### src/cufpc_consts.vh
`ifndef CUFPC_CONSTS_VH
`define CUFPC_CONSTS_VH

// Register byte offsets
`define CUFPC_ADDR_TX_HOLD 8'h00
`define CUFPC_ADDR_RX_HOLD 8'h04
`define CUFPC_ADDR_MIXED_STAT 8'h08
`define CUFPC_ADDR_FIFO_CTRL 8'h0C
`define CUFPC_ADDR_UART_STAT 8'h10
`define CUFPC_ADDR_UART_CFG2 8'h14
`define CUFPC_ADDR_CARD_SEL 8'h18
`define CUFPC_ADDR_IRQ_STAT 8'h1C
`define CUFPC_ADDR_IRQ_MASK 8'h20

// Fifo control fields
`define CUFPC_FCR_DEPTH_LSB 0
`define CUFPC_FCR_DEPTH_MSB 2
`define CUFPC_FCR_LIMIT_LSB 4
`define CUFPC_FCR_LIMIT_MSB 6
`define CUFPC_FCR_RESET 3'h0

// Card select fields
`define CUFPC_CSR_RUN 0
`define CUFPC_CSR_TX_MODE 1
`define CUFPC_CSR_LAST_CHAR 2
`define CUFPC_CSR_PROTO_T1 3

// Status fields
`define CUFPC_USR_FLAG 0
`define CUFPC_USR_PE 3
`define CUFPC_MSR_FLAG 0
`define CUFPC_MSR_EMPTY 6
`define CUFPC_CFG2_FLAG_MASK 0

// Interrupt event bits
`define CUFPC_EV_FLAG 0
`define CUFPC_EV_PE 1
`define CUFPC_EV_OVR 2
`define CUFPC_EV_W 3

// Character start times, tenths of an ETU, and in half-ETU ticks
`define CUFPC_RESEND_ETU_X10 150
`define CUFPC_MANUAL_ETU_X10 135
`define CUFPC_RESEND_HALF (`CUFPC_RESEND_ETU_X10 * 2 / 10)
`define CUFPC_MANUAL_HALF ((`CUFPC_MANUAL_ETU_X10 * 2 + 9) / 10)

`define CUFPC_FIFO_MAX 8

`endif

### src/cufpc_err_cnt.v
`timescale 1ns/1ps
`default_nettype none
module cufpc_err_cnt (
   // Clock and reset
   input wire clk_i,
   input wire rst_i,
   // Control
   input wire clr_i,
   input wire inc_i,
   input wire [2:0] limit_i,
   // Result
   output wire hit_o,
   output reg done_o
);
   reg [2:0] cnt;

   // Count limit_i+1 errors; code 0 hits on the first
   assign hit_o = inc_i & ~done_o & (cnt == limit_i);

   always @(posedge clk_i or posedge rst_i) begin
      if (rst_i) begin
         cnt <= 3'h0;
         done_o <= 1'b0;
      end else if (clr_i) begin
         cnt <= 3'h0;
         done_o <= 1'b0;
      end else if (hit_o) begin
         // Stays stopped until clr_i or reset clears it
         done_o <= 1'b1;
      end else if (inc_i & ~done_o) begin
         cnt <= cnt + 3'h1;
      end
   end
endmodule
`default_nettype wire

### src/cufpc_rx_fifo.v
`timescale 1ns/1ps
`default_nettype none
`include "cufpc_consts.vh"
module cufpc_rx_fifo (
   // Clock and reset
   input wire clk_i,
   input wire rst_i,
   // Fill side
   input wire push_i,
   input wire [7:0] data_i,
   input wire [2:0] depth_sel_i,
   // Drain side
   input wire pop_i,
   output wire [7:0] head_o,
   // State
   output wire full_o,
   output wire empty_o,
   output wire ovr_o
);
   reg [7:0] mem [0:`CUFPC_FIFO_MAX-1];
   reg [2:0] wp;
   reg [2:0] rp;
   reg [3:0] cnt;
   wire [3:0] depth;
   wire do_push;
   wire do_pop;

   assign depth = {1'b0, depth_sel_i} + 4'h1;
   // Shrinking the depth below the fill level just blocks further pushes
   assign full_o = (cnt >= depth);
   assign empty_o = (cnt == 4'h0);
   assign do_pop = pop_i & ~empty_o;
   assign do_push = push_i & (~full_o | do_pop);
   assign ovr_o = push_i & ~do_push;
   assign head_o = mem[rp];

   always @(posedge clk_i) begin
      if (do_push) begin
         mem[wp] <= data_i;
      end
   end

   always @(posedge clk_i or posedge rst_i) begin
      if (rst_i) begin
         wp <= 3'h0;
         rp <= 3'h0;
         cnt <= 4'h0;
      end else begin
         if (do_push) begin
            wp <= wp + 3'h1;
         end
         if (do_pop) begin
            rp <= rp + 3'h1;
         end
         if (do_push & ~do_pop) begin
            cnt <= cnt + 4'h1;
         end else if (do_pop & ~do_push) begin
            cnt <= cnt - 4'h1;
         end
      end
   end
endmodule
`default_nettype wire

### src/cufpc_top.v
// How it works
// - Switching the interface from reception to transmission sets the empty/full flag.
// - Each transmitted character sets the flag, except a clean character sent in last-character mode.
// - The flag sets when the reception fifo reaches its selected depth.
// - Reset, run bit low, a transmit write, a receive read or a switch to reception clear the flag.
// - The parity error limit code 0..7 means 1..8 errors before the parity error flag and interrupt.
// - In T=0 a correct character before the limit clears the parity error count.
// - In T=0 the parity error flag holds until software reads the status register.
// - In T=0 a NAKed character is resent automatically up to the limit count, starting at 15 ETU.
// - With limit code 0 there is no resend, and a rewritten character starts at 13.5 ETU.
// - In T=1 the count is ignored and the first wrong parity character sets the parity error flag.
// - The depth code 0..7 selects a reception fifo depth of 1..8.
// - The interrupt pin falls while the empty/full flag is set and not masked.
// - In T=0 a character with bad parity is dropped and the error count advances.
`timescale 1ns/1ps
`default_nettype none
`include "cufpc_consts.vh"
module cufpc_top (
   // Clock and reset
   input wire clk_i,
   input wire rst_i,
   // Register port
   input wire [7:0] addr_i,
   input wire [7:0] wdata_i,
   input wire wr_i,
   input wire rd_i,
   output reg [7:0] rdata_o,
   // Character framer, receive
   input wire half_etu_tick_i,
   input wire rx_valid_i,
   input wire [7:0] rx_data_i,
   input wire rx_parity_err_i,
   // Character framer, transmit
   input wire tx_done_i,
   input wire tx_nak_i,
   output reg tx_start_o,
   output reg [7:0] tx_data_o,
   output reg tx_mode_o,
   // Interrupts
   output reg irq_out_n_o,
   output reg irq_o
);
   // Software registers
   reg [2:0] parity_error_limit;
   reg [2:0] fifo_depth_sel;
   reg interface_run_bit;
   reg last_char_tx_mode;
   reg proto_t1;
   reg flag_irq_mask;
   reg [`CUFPC_EV_W-1:0] irq_stat;
   reg [`CUFPC_EV_W-1:0] irq_mask;

   // Block state
   reg tx_empty_rx_full_flag;
   reg parity_error_flag;
   reg full_q;
   reg [4:0] half_cnt;
   reg manual_pend;
   reg resend_pend;

   // Next values
   reg next_flag;
   reg next_pe;
   reg [`CUFPC_EV_W-1:0] next_irq_stat;
   reg [7:0] next_rdata;

   // Decodes
   wire wr_tx_hold;
   wire wr_fcr;
   wire wr_csr;
   wire wr_cfg2;
   wire wr_istat;
   wire wr_imask;
   wire rd_rx_hold;
   wire rd_usr;
   wire mode_up;
   wire mode_down;

   // Receive path
   wire rx_store;
   wire rx_bad_t0;
   wire rx_good_t0;
   wire rx_hit;
   wire fifo_full;
   wire fifo_empty;
   wire fifo_ovr;
   wire [7:0] fifo_head;

   // Transmit path
   wire tx_naked;
   wire tx_hit;
   wire tx_done_cnt;
   wire tx_resend;
   wire tx_char_set;
   wire resend_go;
   wire manual_go;

   // Events
   wire flag_set;
   wire flag_clr;
   wire pe_set;
   wire [`CUFPC_EV_W-1:0] ev;

   assign wr_tx_hold = wr_i & (addr_i == `CUFPC_ADDR_TX_HOLD);
   assign wr_fcr = wr_i & (addr_i == `CUFPC_ADDR_FIFO_CTRL);
   assign wr_csr = wr_i & (addr_i == `CUFPC_ADDR_CARD_SEL);
   assign wr_cfg2 = wr_i & (addr_i == `CUFPC_ADDR_UART_CFG2);
   assign wr_istat = wr_i & (addr_i == `CUFPC_ADDR_IRQ_STAT);
   assign wr_imask = wr_i & (addr_i == `CUFPC_ADDR_IRQ_MASK);
   assign rd_rx_hold = rd_i & (addr_i == `CUFPC_ADDR_RX_HOLD);
   assign rd_usr = rd_i & (addr_i == `CUFPC_ADDR_UART_STAT);

   // Mode changes as written through the card select register
   assign mode_up = wr_csr & wdata_i[`CUFPC_CSR_TX_MODE] & ~tx_mode_o;
   assign mode_down = wr_csr & ~wdata_i[`CUFPC_CSR_TX_MODE] & tx_mode_o;

   // Receive: T=0 drops bad parity, T=1 keeps it
   assign rx_bad_t0 = rx_valid_i & rx_parity_err_i & ~proto_t1;
   assign rx_good_t0 = rx_valid_i & ~rx_parity_err_i & ~proto_t1;
   assign rx_store = interface_run_bit & rx_valid_i & (proto_t1 | ~rx_parity_err_i);

   cufpc_err_cnt u_rx_err (
      .clk_i(clk_i),
      .rst_i(rst_i),
      .clr_i(rx_good_t0 | wr_fcr),
      .inc_i(rx_bad_t0),
      .limit_i(parity_error_limit),
      .hit_o(rx_hit),
      .done_o()
   );

   cufpc_rx_fifo u_fifo (
      .clk_i(clk_i),
      .rst_i(rst_i),
      .push_i(rx_store),
      .data_i(rx_data_i),
      .depth_sel_i(fifo_depth_sel),
      .pop_i(rd_rx_hold),
      .head_o(fifo_head),
      .full_o(fifo_full),
      .empty_o(fifo_empty),
      .ovr_o(fifo_ovr)
   );

   // Transmit: NAK counting shares the same limit field
   assign tx_naked = tx_done_i & tx_nak_i & ~proto_t1;

   cufpc_err_cnt u_tx_nak (
      .clk_i(clk_i),
      .rst_i(rst_i),
      .clr_i((tx_done_i & ~tx_nak_i) | wr_fcr | wr_tx_hold),
      .inc_i(tx_naked),
      .limit_i(parity_error_limit),
      .hit_o(tx_hit),
      .done_o(tx_done_cnt)
   );

   // With limit 0 the first NAK hits, so no resend is queued
   assign tx_resend = tx_naked & ~tx_hit & ~tx_done_cnt;
   assign tx_char_set = tx_done_i & ~(last_char_tx_mode & ~tx_nak_i);
   assign resend_go = resend_pend & ~tx_start_o & (half_cnt >= `CUFPC_RESEND_HALF);
   assign manual_go = manual_pend & ~resend_pend & ~tx_start_o & (half_cnt >= `CUFPC_MANUAL_HALF);

   // PE: T=1 on first bad character, T=0 on the programmed count
   assign pe_set = (proto_t1 & rx_valid_i & rx_parity_err_i) | rx_hit | tx_hit;

   assign flag_set = mode_up | tx_char_set | (fifo_full & ~full_q);
   assign flag_clr = wr_tx_hold | rd_rx_hold | mode_down;
   assign ev = {fifo_ovr, pe_set, flag_set};

   always @* begin
      // Set wins over a same-cycle clear; only a stopped interface overrides
      if (~interface_run_bit) begin
         next_flag = 1'b0;
      end else if (flag_set) begin
         next_flag = 1'b1;
      end else if (flag_clr) begin
         next_flag = 1'b0;
      end else begin
         next_flag = tx_empty_rx_full_flag;
      end
      if (pe_set) begin
         next_pe = 1'b1;
      end else if (rd_usr) begin
         next_pe = 1'b0;
      end else begin
         next_pe = parity_error_flag;
      end
      next_irq_stat = irq_stat;
      if (wr_istat) begin
         next_irq_stat = irq_stat & ~wdata_i[`CUFPC_EV_W-1:0];
      end
      next_irq_stat = next_irq_stat | ev;
   end

   always @* begin
      next_rdata = 8'h00;
      case (addr_i)
         `CUFPC_ADDR_RX_HOLD: begin
            next_rdata = fifo_head;
         end
         `CUFPC_ADDR_MIXED_STAT: begin
            next_rdata[`CUFPC_MSR_EMPTY] = fifo_empty;
            next_rdata[`CUFPC_MSR_FLAG] = tx_empty_rx_full_flag;
         end
         `CUFPC_ADDR_UART_STAT: begin
            next_rdata[`CUFPC_USR_PE] = parity_error_flag;
            next_rdata[`CUFPC_USR_FLAG] = tx_empty_rx_full_flag;
         end
         `CUFPC_ADDR_UART_CFG2: begin
            next_rdata[`CUFPC_CFG2_FLAG_MASK] = flag_irq_mask;
         end
         `CUFPC_ADDR_CARD_SEL: begin
            next_rdata[`CUFPC_CSR_RUN] = interface_run_bit;
            next_rdata[`CUFPC_CSR_TX_MODE] = tx_mode_o;
            next_rdata[`CUFPC_CSR_LAST_CHAR] = last_char_tx_mode;
            next_rdata[`CUFPC_CSR_PROTO_T1] = proto_t1;
         end
         `CUFPC_ADDR_IRQ_STAT: begin
            next_rdata[`CUFPC_EV_W-1:0] = irq_stat;
         end
         `CUFPC_ADDR_IRQ_MASK: begin
            next_rdata[`CUFPC_EV_W-1:0] = irq_mask;
         end
         default: begin
            next_rdata = 8'h00;
         end
      endcase
   end

   // Register file
   always @(posedge clk_i or posedge rst_i) begin
      if (rst_i) begin
         parity_error_limit <= `CUFPC_FCR_RESET;
         fifo_depth_sel <= `CUFPC_FCR_RESET;
         interface_run_bit <= 1'b0;
         tx_mode_o <= 1'b0;
         last_char_tx_mode <= 1'b0;
         proto_t1 <= 1'b0;
         flag_irq_mask <= 1'b0;
         irq_mask <= {`CUFPC_EV_W{1'b0}};
         rdata_o <= 8'h00;
      end else begin
         if (wr_fcr) begin
            parity_error_limit <= wdata_i[`CUFPC_FCR_LIMIT_MSB:`CUFPC_FCR_LIMIT_LSB];
            fifo_depth_sel <= wdata_i[`CUFPC_FCR_DEPTH_MSB:`CUFPC_FCR_DEPTH_LSB];
         end
         if (wr_csr) begin
            interface_run_bit <= wdata_i[`CUFPC_CSR_RUN];
            tx_mode_o <= wdata_i[`CUFPC_CSR_TX_MODE];
            last_char_tx_mode <= wdata_i[`CUFPC_CSR_LAST_CHAR];
            proto_t1 <= wdata_i[`CUFPC_CSR_PROTO_T1];
         end
         if (wr_cfg2) begin
            flag_irq_mask <= wdata_i[`CUFPC_CFG2_FLAG_MASK];
         end
         if (wr_imask) begin
            irq_mask <= wdata_i[`CUFPC_EV_W-1:0];
         end
         rdata_o <= rd_i ? next_rdata : 8'h00;
      end
   end

   // Flags and interrupt pins
   always @(posedge clk_i or posedge rst_i) begin
      if (rst_i) begin
         tx_empty_rx_full_flag <= 1'b0;
         parity_error_flag <= 1'b0;
         full_q <= 1'b0;
         irq_stat <= {`CUFPC_EV_W{1'b0}};
         irq_out_n_o <= 1'b1;
         irq_o <= 1'b0;
      end else begin
         tx_empty_rx_full_flag <= next_flag;
         parity_error_flag <= next_pe;
         full_q <= fifo_full;
         irq_stat <= next_irq_stat;
         irq_out_n_o <= ~((next_flag & ~flag_irq_mask) | next_pe);
         irq_o <= |(next_irq_stat & irq_mask);
      end
   end

   // Character start timing in half ETUs since the last start
   always @(posedge clk_i or posedge rst_i) begin
      if (rst_i) begin
         half_cnt <= 5'h1F;
         manual_pend <= 1'b0;
         resend_pend <= 1'b0;
         tx_start_o <= 1'b0;
         tx_data_o <= 8'h00;
      end else begin
         tx_start_o <= 1'b0;
         if (tx_start_o) begin
            half_cnt <= 5'h00;
         end else if (half_etu_tick_i & (half_cnt != 5'h1F)) begin
            half_cnt <= half_cnt + 5'h01;
         end
         if (wr_tx_hold) begin
            tx_data_o <= wdata_i;
            manual_pend <= 1'b1;
         end else if (manual_go & tx_mode_o & interface_run_bit) begin
            manual_pend <= 1'b0;
            tx_start_o <= 1'b1;
         end
         // A resend reuses the held character; stopping or leaving tx mode drops it
         if (~interface_run_bit | ~tx_mode_o) begin
            resend_pend <= 1'b0;
         end else if (tx_resend) begin
            resend_pend <= 1'b1;
         end else if (resend_go) begin
            resend_pend <= 1'b0;
            tx_start_o <= 1'b1;
         end
      end
   end
endmodule
`default_nettype wire

### config.mk
export PLATFORM = sky130hd
export DESIGN_NAME = cufpc_top
export DESIGN_NICKNAME = d
export VERILOG_FILES = /design/src/cufpc_err_cnt.v /design/src/cufpc_rx_fifo.v /design/src/cufpc_top.v
export VERILOG_INCLUDE_DIRS = /design/src
export SDC_FILE = /design/constraint.sdc
export NUM_CORES = 1
export LEC_CHECK = 0
export BUFFER_PORTS_ARGS = -buffer_cell sky130_fd_sc_hd__buf_4
export CAP_MARGIN = 20
export CORE_MARGIN = 5
export CORE_UTILIZATION = 60
export CTS_BUF_LIST = sky130_fd_sc_hd__clkbuf_4
export DETAILED_ROUTE_END_ITERATION = 6
export PLACE_DENSITY = 0.8
export RECOVER_POWER = 25
export SKIP_LAST_GASP = 1
export SYNTH_ARGS = -nofsm -noshare
export SYNTH_HDL_FRONTEND = slang
export SYNTH_SLANG_ARGS = --single-unit
### constraint.sdc
create_clock -name clk_i -period 5.83 [get_ports clk_i]
set_clock_uncertainty 0.15 [all_clocks]
set_input_delay 0.2915 -clock clk_i [delete_from_list [all_inputs] [get_ports clk_i]]
set_output_delay 0.2915 -clock clk_i [all_outputs]
set_load 0.02 [all_outputs]
; ---- After elaboration in Yosys (flattened, before gate mapping)
; Memory sizes are Yosys's and may differ from the RTL's.
; Index checks and enable logic that the tools add are counted.
[totals]
reg_bits = 64
ram_bits = 64
in_bits = 33
out_inout_bits = 20
word_cells = 187
memories = 1
[op_classes]
addsub = 8
order_cmp = 3
n_eq_ne = 13
muxes = 39
n_bitwise = 82
n_reduce_logical = 14
[memory_table]
columns = memory, depth, word_bits, read_ports, rd_clocked_by_memory_dff, write_ports, line
row1 = u_fifo.mem, 8, 8, 1, 0, 1, cufpc_rx_fifo.v:20  ; reg [7:0] mem [0:`CUFPC_FIFO_MAX-1];
[op_table]
columns = op, n
row1 = $and 1x1->1, 46
row2 = $eq 8x5->1 const B, 4
row3 = $mux 1, 22
row4 = $mux 3, 7
row5 = $not 1->1, 19
row6 = $eq 8x4->1 const B, 2
row7 = $reduce_bool 2->1, 7
row8 = $or 1x1->1, 13
row9 = $add 3x1->3 const B, 4
row10 = $ge 5x5->1 const B, 2
row11 = $mux 5, 2
row12 = $eq 8x3->1 const B, 1
row13 = $eq 8x6->1 const B, 1
row14 = $logic_not 8->1, 1
row15 = $mux 4, 2
row16 = $mux 8, 1
row17 = $pmux 2 s4, 1
row18 = $and 3x3->3, 2
row19 = $eq 3x3->1, 2
row20 = $pmux 1 s6, 1
row21 = $add 5x1->5 const B, 1
row22 = $ne 5x5->1 const B, 1
row23 = $add 3x1->4 const B, 1
row24 = $add 4x1->4 const B, 1
row25 = other kinds (13), 15

; ---- Depth between registers and ports, before layout
; Gate-level depths: netlist of the first run.
[depth]
ltp_word = 11
mapped_depth = 14
depth_no_buf = 14

; ---- Modules after synthesis
; From an unflattened synthesis of the first run, not the netlist that was laid out.
[hier_totals]
cells_unflattened = 431
area_unflattened_um2 = 6115.9
[modules_own_cells]
columns = module, n_inst, cells_each, area_per_inst_um2, seq_area_each_um2
row1 = cufpc_rx_fifo, 1, 170, 3234.4, 2172.1
row2 = cufpc_top, 1, 191, 2253.4, 1158.6
row3 = cufpc_err_cnt, 2, 35, 314.1, 100.1

; ---- Least setup slack after synthesis of the first run
; No wires, ideal clock.
[synth_path]
path_type = register -> register
start = register fifo_depth_sel[0]
end = register u_fifo.cnt[3]
setup_time_ns = 0.125
arrival_ns = 2.783
t_required_ns = 5.555
path_slack_ns = 2.771
path_stages_with_launch = 15
path_buffers = 0
period_less_slack_ns = 3.059
path_cell_list = dfrtp_1 ha_1 xnor2_1 ha_1 o21ai_0 nand2b_1 a31oi_4 ha_1 inv_1 ha_1 a21o_1 a21oi_1 xnor2_1 nor2_1 xor2_1
[synth_between]
elab_chain_cells = 8
elab_cells_between_ends = 10
classes_between = 1 x add/sub / 1 x order compare / 1 x mux / 6 x bitwise / 1 x reduce/logical
[synth_rtl]
columns = item, line
row1 = "start, declared", cufpc_top.v:45  ; reg [2:0] fifo_depth_sel;
row2 = "start signal, assigned", cufpc_top.v:235  ; fifo_depth_sel <= `CUFPC_FCR_RESET;
row3 = "start signal, assigned", cufpc_top.v:246  ; fifo_depth_sel <= wdata_i[`CUFPC_FCR_DEPTH_MSB:`CUFPC_FCR_DEPTH_LSB];
row4 = $add 3x1->4 *, cufpc_rx_fifo.v:28  ; assign depth = {1'b0, depth_sel_i} + 4'h1;
row5 = $ge 4x4->1 *, cufpc_rx_fifo.v:30  ; assign full_o = (cnt >= depth);
row6 = $not 1->1 *, cufpc_rx_fifo.v:33  ; assign do_push = push_i & (~full_o | do_pop);
row7 = $or 1x1->1 *, cufpc_rx_fifo.v:33
row8 = $and 1x1->1 *, cufpc_rx_fifo.v:33
row9 = via u_fifo.do_push, cufpc_rx_fifo.v:25  ; wire do_push;
row10 = $not 1->1, cufpc_rx_fifo.v:57  ; end else if (do_pop & ~do_push) begin
row11 = $and 1x1->1, cufpc_rx_fifo.v:57
row12 = $reduce_bool 2->1 (no line), --
row13 = "end signal, assigned", cufpc_rx_fifo.v:56  ; cnt <= cnt + 4'h1;
row14 = "end signal, assigned", cufpc_rx_fifo.v:58  ; cnt <= cnt - 4'h1;
row15 = "end, declared", cufpc_rx_fifo.v:23  ; reg [3:0] cnt;
; Mark *: on every way through the listed nets, which the timed path passes. The rest lies on a longest branch.
; A chain may end at the register's enable or synchronous reset.

==> metrics.sh, run 1 <==
STATUS='finished, violations left'
FAILED_CHECKS='capacitance limit, slew limit'
COUNT_OF_ANTENNA_VIOLATING_NETS_LEFT_AFTER_DETAILED_ROUTING=0
CRITICAL_PATH.ENDPOINT_TYPE='async pin'
ASYNCSETRESETFLOPFRACSYNTH=0.5000
SYNTH_FF_TYPE='edfxtp_1'
SYNTH_SEQ_CELLS=128
CTS_ROOT_BUFFER='clkbuf_4'
CRITICAL_PATH.MAX_FANOUT=64
SYN_AREA_PER_CELL_UM2=14.45
TIMING.CRITICAL_PATH.SLOWEST_STAGE_CELL='clkbuf_1'
CTS-HOLD-FIX-BUFFERS=20
TIMING.CRITICAL_PATH.FROM_TYPE='primary input'
SYNTHESIS.INSTANCES=399
PLACE_WORST_SETUP_SLACK_NS=2.465
DIE_X_UM=108.0
CTS_TREE='built'
GRT_START_MAX_NET_PINS=65
GP_CONGESTION=0.9278
SYN-NUM-NETS=448
HOLD_VIOL=0
CTS.REPORTEDPATHS.CLKPINSLEW_NS=0.11
WORST_PATH_DOMINANT_CELL_FAMILY='buffers and inverters'
GRT_FIRST_PASS_WIRELENGTH_UM=19260
DR.FIRST_ITER.DRC_COUNT=284
START_UTIL=0.6210
PLACE.DETAILED.INSTANCES=569
GROUTE.USAGE.OVERALL=0.2173
SETUP_REPAIR_AFTER_GLOBAL_ROUTING_MISSED_ITS_MARGIN='no'
DIE_HEIGHT_UM=108.0
FIRST_PASS_ITERS=5
TIMING_WORST_SLEW_PIN_VALUE_NS=3.359
FINAL.SETUP.WORST_SLACK_NS=2.162
CTS_RESIZED=0
MAX_CLOCK_FREQ_MHz=272.6
WORST_ENDPOINT_DATA_ARRIVAL_TIME_NS=3.39
FIN_CRIT_SH=0.6292
YS_TYPES=55
TIMING.SETUP.TNS_NS=0
MAX_CAP_VIOLATIONS=1
SYNTH_EDF_COUNT=64
DESIGN.CORE.AREA_UM2=9284
GRT_ANTENNA_BEFORE_REPAIR=0
REPORT.POWER.TOTAL_mW=2.046
CRITICAL_PATH.MAX_STAGE_DELAY_NS=2.35
CTS.REPAIR_TIMING.SETUP_BUFFER_COUNT=0
REMAINING_DRC_ERRORS=0
OVERFLOW=0
DR_TOTAL_VIAS=3646
WIRE_PER_INST_UM=19.07
CRITICAL_PATH_REQUIRED_NS=5.55
FLOORPLAN.IO_PINS=53
BUFFER_PORTS.INSERTED=52
DP_HPWL_UM=7874
BUF_INV_ON_CP=4
ROUTE.DETAILED.VIAS_PER_INST=5.843
CTS_MAX_LEVEL=4
PLACEMENT_ROWS=35
TOTALWIRELENGTH_UM=11900
N_ANTENNA_CELL=0
INSERTION_DELAY_NS=0.51
FINALHOLDWORSTSLACK_NS=0.03929
CRITICAL_PATH_CLASS='primary input to async pin'
FINALNETCOUNT=531
FINALSETUPVIOLCOUNT=0
SLEW_VIOLATIONS=65
HEADROOM_TO_THE_MAX_SLEW_LIMIT=-1.239
LAYOUT-DRIVE-GT1-SHARE=0.2707
MOSTFREQUENTLAYOUTCELLS='edfxtp_1 (64), dfrtp_1 (58), buf_4 (43)'
DIE_AREA_UM2=11670
LAYOUT-AREA-OVERHEAD-VS-SYNTH_PCT=17.62
VIA_COUNT_OF_THE_FIRST_GLOBAL_ROUTING_PASS=3719
YS_SEQ_AREA_FRAC=0.6124
CLOCKBUFFERDEPTH=2
SYNTH_AREA_UM2=5766
P_PER_AREA_nW_PER_UM2=301.7
WORST_IR_DROP_VDD_mV=0.2577
P_LEAK_nW=2.748
CTS.SINK_COUNT=128
CTS_MADE_BUFFERS=17
YS_WARN_COUNT=0
HOLDCRITPATHCLASS='primary input to flip-flop'
FINAL_COMMON_CELL='edfxtp_1'
CP_CELL_SEQUENCE='dlygate4sd3_1, clkbuf_4, inv_1, clkbuf_1'
PERIOD_MINUS_SLACK_NS=3.668
FINALNONFILLERCELLS=624
[cells by family (layout without fill, tap and decap cells)]
group	count (synthesis)	after routing	share of synthesized area
adder cells (fa/ha/maj)	16	16	0.03602
AND/OR/NAND/NOR	104	104	0.1085
buffers and inverters	28	124	0.01910
XOR/XNOR	23	23	0.03494
AO/OA/AOI/OAI	46	46	0.05512
flip-flops	128	128	0.6124
multiplexers	54	54	0.1339
[per-layer routing]
metal  up-vias  track usage  wire (um)
li1       1665            -          -
met3        26      0.05493        643
met2       132       0.3459       5926
met4         0      0.06853        244
met5         -            0          0
met1      1823       0.2968       5085
[power by group]
group	switching, mW	total (mW)	internal, mW	leakage [nW]
sequential	0.0670	1.08	1.02	1.41
combinational	0.171	0.327	0.156	1.18
clock	0.368	0.636	0.268	0.153
total	0.607	2.05	1.44	2.75
[cells in the mapped netlist, types with 5 or more instances]
cell type / instances / area share
nor2_1: 25 / 0.016
xor2_1: 8 / 0.012
nand2b_1: 5 / 0.0054
mux2i_1: 16 / 0.028
ha_1: 15 / 0.033
mux2_2: 21 / 0.041
xnor2_1: 15 / 0.023
mux4_2: 16 / 0.063
nand2_1: 20 / 0.013
nand3_1: 9 / 0.0078
dfstp_2: 6 / 0.027
edfxtp_1: 64 / 0.33
o21ai_0: 17 / 0.015
dfrtp_1: 58 / 0.25
inv_1: 16 / 0.010
nor3_1: 5 / 0.0043
[sequential cells by signal, indices dropped and copies added (netlist names), 3 cells and up]
register and flops:
fifo_depth_sel 3, half_cnt 5, irq_mask 3, irq_stat 3, parity_error_limit 3, rdata_o 8
tx_data_o 8, u_fifo.cnt 4, u_fifo.mem 64, u_fifo.rp 3, u_fifo.wp 3, u_rx_err.cnt 3
u_tx_nak.cnt 3
[path summary, 6_finish.rpt]
check	start	to	slack (ns)	depth (start not counted)
min in group asynchronous	rst_i	rdata_o[7]	1.48	4
min	addr_i[5]	u_fifo.rp[0]	0.04	4
max	rst_i	tx_empty_rx_full_flag	2.16	4
max reg2reg	fifo_depth_sel[0]	u_fifo.cnt[3]	2.40	14
min reg2reg	tx_data_o[1]	tx_data_o[1]	0.36	2
max in group clk_i	fifo_depth_sel[0]	u_fifo.cnt[3]	2.40	14
[cell type report]
class | instances | area (um2)
well taps | 129 | 161.4
flip-flops and latches | 128 | 3531
clock buffers | 17 | 127.6
multi-input cells | 243 | 2125
repair buffers | 76 | 604.3
inverters | 16 | 60.06
clock inverters | 15 | 172.7
fillers | 619 | 2502
[per-stage QoR]
step                  util  area, um2
floorplan                -       5766
global placement    0.6759       6275
detailed placement  0.6759       6275
CTS                 0.7298       6775
global route        0.7305       6782
finish              0.7305       6782
[worst register-to-register path: cells and delay by family (launching register included)]
kind | cells | cell delay (ns)
adders and majority gates | 4 | 1.03
AOI/OAI and AO/OA | 4 | 0.95
DFF | 1 | 0.43
and+or+nand+nor | 2 | 0.35
xor gates and xnor gates | 2 | 0.28
buffers and inverters | 2 | 0.13
Note: power is estimated with default switching activity, not from simulation.
==> run 2, diff against run 1 <==
- CORE_UTILIZATION: 60 -> 55
- PLACE_DENSITY: 0.8 -> 0.78
- clock period: 5.83 -> 3.1 ns (I/O delays scaled with it)
==> run 2 against run 1 <==
The flow now finishes without violations. Via count up 1.0%. Count of clock-buffer cells in the layout unchanged. Setup slack worse by 2.0 ns. Clock power up 98%. Final cell count up 6.1%. Combinational power up 95%. Global-route usage down 1.7 points. Die area up 8.2%. Worst hold slack better by 0.20 ns. Design area up 4.7%. Sequential share of layout area down 2.3 points. First-iteration DRC count down 25%. Largest cell class unchanged.
==> metrics.sh, run 2 (synthesized netlist as in run 1, its figures left out) <==
STATUS='complete, no violations'
TIMING.CRITICAL_PATH.SLOWEST_STAGE_CELL='dfrtp_1'
TIMING.CRITICAL_PATH.FROM_TYPE='flip-flop'
CRITICAL_PATH_CLASS='flip-flop to flip-flop'
REMAINING_DRC_ERRORS=0
MAX_FFS_PER_REGISTER=64
TIMING_WORST_SLEW_PIN_VALUE_NS=0.9232
WIRE_PER_INST_UM=18.29
CTS_MADE_BUFFERS=17
FINAL_COMMON_CELL='edfxtp_1'
ROUTE.DETAILED.VIAS_PER_INST=5.565
DIE_AREA_UM2=12630
DIE_HEIGHT_UM=112.4
CLOCKBUFFERDEPTH=2
P_SWITCHING_mW=1.129
VIA_COUNT_OF_THE_FIRST_GLOBAL_ROUTING_PASS=3813
GRT_START_MAX_NET_PINS=26
DIE_X_UM=112.4
HOLD_VIOL=0
GP_CONGESTION=0.8562
COUNT_OF_ANTENNA_VIOLATING_NETS_LEFT_AFTER_DETAILED_ROUTING=0
CRIT_PATH_START='fifo_depth_sel[0]'
DR.FIRST_ITER.DRC_COUNT=212
SLEW_VIOLATIONS=0
POWER.SHARE.SWITCHING=0.2864
WORST_R2R_STARTPOINT='fifo_depth_sel[0]'
OVERFLOW=0
TOTALWIRELENGTH_UM=12110
CTS_MAX_LEVEL=4
CRITICAL_PATH.ENDPOINT_TYPE='flip-flop'
MOSTFREQUENTLAYOUTCELLS='edfxtp_1 (64), buf_4 (60), dfrtp_1 (58)'
WORST_ENDPOINT_DATA_ARRIVAL_TIME_NS=3.22
DESIGN.CORE.AREA_UM2=10280
MAX_CLOCK_FREQ_MHz=337.7
REPORT.POWER.TOTAL_mW=3.942
P_LEAK_nW=2.908
BUFFER_PORTS.INSERTED=52
MAX_CAP_VIOLATIONS=0
WORST_PATH_DOMINANT_CELL_FAMILY='adder cells'
CP_CELL_SEQUENCE='ha_1, xnor2_1, ha_1, o21ai_2, nand2b_1, a31oi_4, ha_4, inv_1, ha_1, a21o_1, a21oi_1, xnor2_1, nor2_1, xor2_1'
WORST_IR_DROP_VDD_mV=0.4390
N_ANTENNA_CELL=0
PERIOD_MINUS_SLACK_NS=2.961
P_PER_AREA_nW_PER_UM2=555.3
FINALNETCOUNT=562
FLOORPLAN.IO_PINS=53
TIMING.SETUP.TNS_NS=0
LARGEST_REGISTERS='u_fifo.mem (64), rdata_o (8), tx_data_o (8)'
CRITICAL_PATH_REQUIRED_NS=3.36
CTS.REPORTEDPATHS.CLKPINSLEW_NS=0.13
BUF_INV_ON_CP=1
PWR-SHARE-COMB=0.162
FINAL.SETUP.WORST_SLACK_NS=0.1388
R2R_CELLS=14
CRITICAL_PATH.MAX_STAGE_DELAY_NS=0.41
RRSETUPSLACK_NS=0.14
GRT_ANTENNA_BEFORE_REPAIR=0
PLACE_WORST_SETUP_SLACK_NS=-0.009604
CTS.SINK_COUNT=128
HOLDCRITPATHCLASS='primary input to async pin'
CTS_TREE='built'
PLACEMENT_ROWS=37
FIRST_PASS_ITERS=4
FINALSETUPVIOLCOUNT=0
SHARE_CLK_OF_TOTAL_POWER=0.320
INSERTION_DELAY_NS=0.51
FIN_CRIT_SH=0.9552
LAYOUT-DRIVE-GT1-SHARE=0.2871
START_UTIL=0.5610
CRIT_PATH_TOP_CELL_BY_COUNT='ha_1'
CTS_ROOT_BUFFER='clkbuf_4'
DR_TOTAL_VIAS=3684
DP_HPWL_UM=8148
REGISTERS.TOP_BY_FF_COUNT='u_fifo.mem'
GROUTE.USAGE.OVERALL=0.2006
SHARE_SEQ_OF_TOTAL_POWER=0.518
HEADROOM_TO_THE_MAX_SLEW_LIMIT=0.3838
CRITICAL_PATH.MAX_FANOUT=3
CELL_INTERNAL_PWR_mW=2.813
RR_ENDPOINT='u_fifo.cnt[3]'
FINALHOLDWORSTSLACK_NS=0.2345
LAYOUT-AREA-OVERHEAD-VS-SYNTH_PCT=23.13
GRT_FIRST_PASS_WIRELENGTH_UM=19540
[run 2: through the flow]
stage,cell area (um2),cells,utilization
4_1_cts,7088,659,0.6897
3_3_place_gp,6381,589,0.6209
2_1_floorplan,5766,399,-
6_report,7099,662,0.6908
5_1_grt,7099,662,0.6908
3_5_place_dp,6381,589,0.6209
[run 2: worst min-delay path: cells and delay by family]
kind | cells | cell delay (ns)
buf+inv | 3 | 1.32
[run 2: metal layers]
metal | track usage | vias to the layer above | wire length [um]
li1 | - | 1724 | -
met1 | 0.2372 | 1826 | 4963
met2 | 0.3540 | 108 | 6300
met3 | 0.05391 | 26 | 613
met4 | 0.06971 | 0 | 234
met5 | 0 | - | 0
[run 2: area by class of cell]
type | count | area (um2)
clock buffer | 17 | 127.6
clock inverter | 15 | 196.4
fill | 718 | 3178
inverter | 16 | 60.06
multi-input combinational | 243 | 2146
sequential | 128 | 3531
tap | 136 | 170.2
timing repair buffer | 107 | 868.3
[run 2: how the worst max path moves through the flow]
stage          cells after the start            end
2_1_floorplan                     14  u_fifo.cnt[3]
3_3_place_gp                      14  u_fifo.cnt[3]
3_5_place_dp                      14  u_fifo.cnt[3]
4_1_cts                           14  u_fifo.cnt[3]
5_1_grt                           14  u_fifo.cnt[3]
6_report                          14  u_fifo.cnt[3]
[run 2: power by group through the flow]
stage	sequential, mW	combinational [mW]	clock, mW
finish	2.04	0.639	1.26
global route	2.06	0.711	1.37
CTS	2.04	0.628	1.28
detailed placement	2.07	0.589	0
global placement	2.07	0.558	0
floorplan	2.04	0.436	0
[run 2: what timing repair did]
action	in CTS	in global routing
pin swaps	0	1
setup buffers	0	3
endpoints found under the setup margin	1	1
endpoints found under the hold margin	179	0
hold buffers	38	0
gates resized for setup	2	4
==> run 3, diff against run 2 <==
- PLACE_DENSITY: 0.78 -> 0.76
==> run 3 against run 2 <==
Core utilization up 0.18 points. Count of clock-buffer cells in the layout grew 1. Global-route usage hardly changed. Design area up 0.26%. Critical endpoint unchanged.
==> metrics.sh, run 3 (synthesized netlist as in run 1, its figures left out) <==
FLOORPLAN.IO_PINS=53
PERIOD_MINUS_SLACK_NS=3.016
GROUTE.USAGE.OVERALL=0.2005
OVERFLOW=0
N_FILL_CELL=711
MAX_FFS_PER_REGISTER=64
TIMING.SETUP.TNS_NS=0
HEADROOM_TO_THE_MAX_SLEW_LIMIT=0.4683
FINAL_DESIGN_AREA_NO_FILL_UM2=7118
GRT_FIRST_PASS_WIRELENGTH_UM=19490
GR_MET2_DEMAND_RESOURCE=0.3468
FIRST_PASS_ITERS=4
WORST_ENDPOINT_DATA_ARRIVAL_TIME_NS=3.30
GRT_UTIL_MET1=0.2423
CRITICAL_PATH.MAX_FANOUT=4
FINALHOLDWORSTSLACK_NS=0.2737
VIA_COUNT_OF_THE_FIRST_GLOBAL_ROUTING_PASS=3846
TIMING.CRITICAL_PATH.SLOWEST_STAGE_CELL='dfrtp_1'
REMAINING_DRC_ERRORS=0
WORST_IR_DROP_VDD_mV=0.3945
HOLDCRITPATHCLASS='primary input to flip-flop'
CRITICAL_PATH.MAX_STAGE_DELAY_NS=0.42
CTS_TREE='built'
DESIGN.CORE.AREA_UM2=10280
PWR-SHARE-COMB=0.176
TOTALWIRELENGTH_UM=11870
GRT_START_MAX_NET_PINS=53
REGAREA_UM2=3531
STATUS='complete, no violations'
P_LEAK_nW=2.911
SHARE_SEQ_OF_TOTAL_POWER=0.527
CTS_MAX_LEVEL=4
CTS_MADE_BUFFERS=17
N_ANTENNA_CELL=0
LAYOUT-DRIVE-GT1-SHARE=0.2955
DR.FIRST_ITER.DRC_COUNT=196
MULTI_INPUT_GATE_AREA_IN_THE_FINAL_LAYOUT_UM2=2167
CP_CELL_SEQUENCE='ha_2, xnor2_2, ha_1, o21ai_2, nand2b_1, a31oi_4, ha_4, inv_1, ha_4, a21o_1, a21oi_2, xnor2_1, nor2_1, xor2_1'
REGISTERS.TOP_BY_FF_COUNT='u_fifo.mem'
FINALNONFILLERCELLS=664
FIN_UTIL=0.6926
ROUTE.DETAILED.VIAS_PER_INST=5.587
CTS.SINK_COUNT=128
MOSTFREQUENTLAYOUTCELLS='edfxtp_1 (64), buf_4 (61), dfrtp_1 (58)'
FINALSETUPVIOLCOUNT=0
CELL_INTERNAL_PWR_mW=2.758
COUNT_OF_ANTENNA_VIOLATING_NETS_LEFT_AFTER_DETAILED_ROUTING=0
CRITICAL_PATH_CLASS='flip-flop to flip-flop'
LAYOUT-AREA-OVERHEAD-VS-SYNTH_PCT=23.46
DR_TOTAL_VIAS=3710
CTS_ROOT_BUFFER='clkbuf_4'
WIRE_PER_INST_UM=17.88
PLACEMENT_ROWS=37
SHARE_CLK_OF_TOTAL_POWER=0.297
TIMING_WORST_SLEW_PIN_VALUE_NS=0.7975
FIN_CRIT_SH=0.9729
DP_HPWL_UM=8009
GP_CONGESTION=0.8944
SLEW_VIOLATIONS=0
DIE_HEIGHT_UM=112.4
BUFFER_PORTS.INSERTED=52
GRT_ANTENNA_BEFORE_REPAIR=0
CLOCKBUFFERDEPTH=2
MAX_CLOCK_FREQ_MHz=331.6
CRIT_PATH_TOP_CELL_BY_COUNT='ha_4'
START_UTIL=0.5610
FINALNETCOUNT=564
DIE_AREA_UM2=12630
DIE_X_UM=112.4
FINAL_COMMON_CELL='edfxtp_1'
P_SWITCHING_mW=1.118
PLACED_AREA_UM2=6374
PLACE.DETAILED.INSTANCES=588
INSERTION_DELAY_NS=0.52
P_PER_AREA_nW_PER_UM2=544.6
CTS.REPORTEDPATHS.CLKPINSLEW_NS=0.12
MAX_CAP_VIOLATIONS=0
TIMING.CRITICAL_PATH.FROM_TYPE='flip-flop'
POWER.SHARE.SWITCHING=0.2885
CRITICAL_PATH_REQUIRED_NS=3.38
MET3_TRACK_DEMAND_OVER_RESOURCE_IN_GLOBAL_ROUTING=0.05660
HOLD_VIOL=0
GRT_MOST_USED_LAYER='met2'
LARGEST_REGISTERS='u_fifo.mem (64), rdata_o (8), tx_data_o (8)'
CRITICAL_PATH.ENDPOINT_TYPE='flip-flop'
## run 3: cell types whose count changed in the layout (fill, tap and decap cells not counted), moves of 2 or more
cell,change
clkinv_4,+5
ha_1,-2
inv_6,-3
inv_8,-2
## run 3: metal layers
layer | routed length (um) | vias up
met2 | 6272 | 88
met4 | 248 | 0
met1 | 4877 | 1876
met3 | 473 | 21
li1 | - | 1725
met5 | 0 | -
## run 3: path summary, 6_finish.rpt
| kind | cells after the start | from | slack [ns] | endpoint |
|---|---|---|---|---|
| min in group asynchronous | 4 | rst_i | 0.55 | rdata_o[7] |
| max | 14 | fifo_depth_sel[0] | 0.08 | u_fifo.cnt[3] |
| min | 3 | wdata_i[7] | 0.27 | tx_data_o[7] |
| max in group asynchronous | 6 | rst_i | 1.48 | tx_data_o[5] |
| max reg2reg | 14 | fifo_depth_sel[0] | 0.08 | u_fifo.cnt[3] |
| min reg2reg | 2 | tx_data_o[1] | 0.35 | tx_data_o[1] |
## run 3: worst max-delay path, delay by kind of cell, from the launching register on
kind                     cells  cell delay, ns
AND/OR/NAND/NOR              2            0.26
XOR/XNOR                     3            0.39
adder cells (fa/ha/maj)      4            0.89
AO/OA/AOI/OAI                4            0.72
buffers and inverters        1            0.09
flip-flops                   1            0.42
## run 3: timing repair
| item | 4_1_cts | 5_1_grt |
|---|---|---|
| pin swaps | 0 | 7 |
| resized for setup | 2 | 7 |
| hold buffers | 37 | 1 |
| gates cloned | 0 | 0 |
| endpoints found under the hold margin | 159 | 3 |
| setup endpoints to repair | 1 | 1 |
| buffers inserted | 0 | 5 |
## run 3: area by class of cell
cell class / count / share of cell area
inverter: 16 / 0.008437
clock buffer: 18 / 0.01898
sequential: 128 / 0.4960
clock inverter: 14 / 0.02232
timing repair buffer: 109 / 0.1259
multi-input combinational: 243 / 0.3044
tap: 136 / 0.02391
## run 3: per-stage QoR
stage | total power, mW | worst slack (ns)
6_report | 3.877 | 0.08395
5_1_grt | 4.103 | -0.03420
2_1_floorplan | 2.473 | 0.04132
4_1_cts | 3.850 | 0.009863
3_3_place_gp | 2.620 | 0.1290
3_5_place_dp | 2.657 | -0.02310
## run 3: power groups by stage
stage / clock (mW) / sequential [mW] / combinational, mW
after floorplan: 0 / 2.04 / 0.436
after global placement: 0 / 2.07 / 0.553
after detailed placement: 0 / 2.07 / 0.582
after CTS: 1.18 / 2.04 / 0.628
after global routing: 1.28 / 2.06 / 0.761
final: 1.15 / 2.04 / 0.680
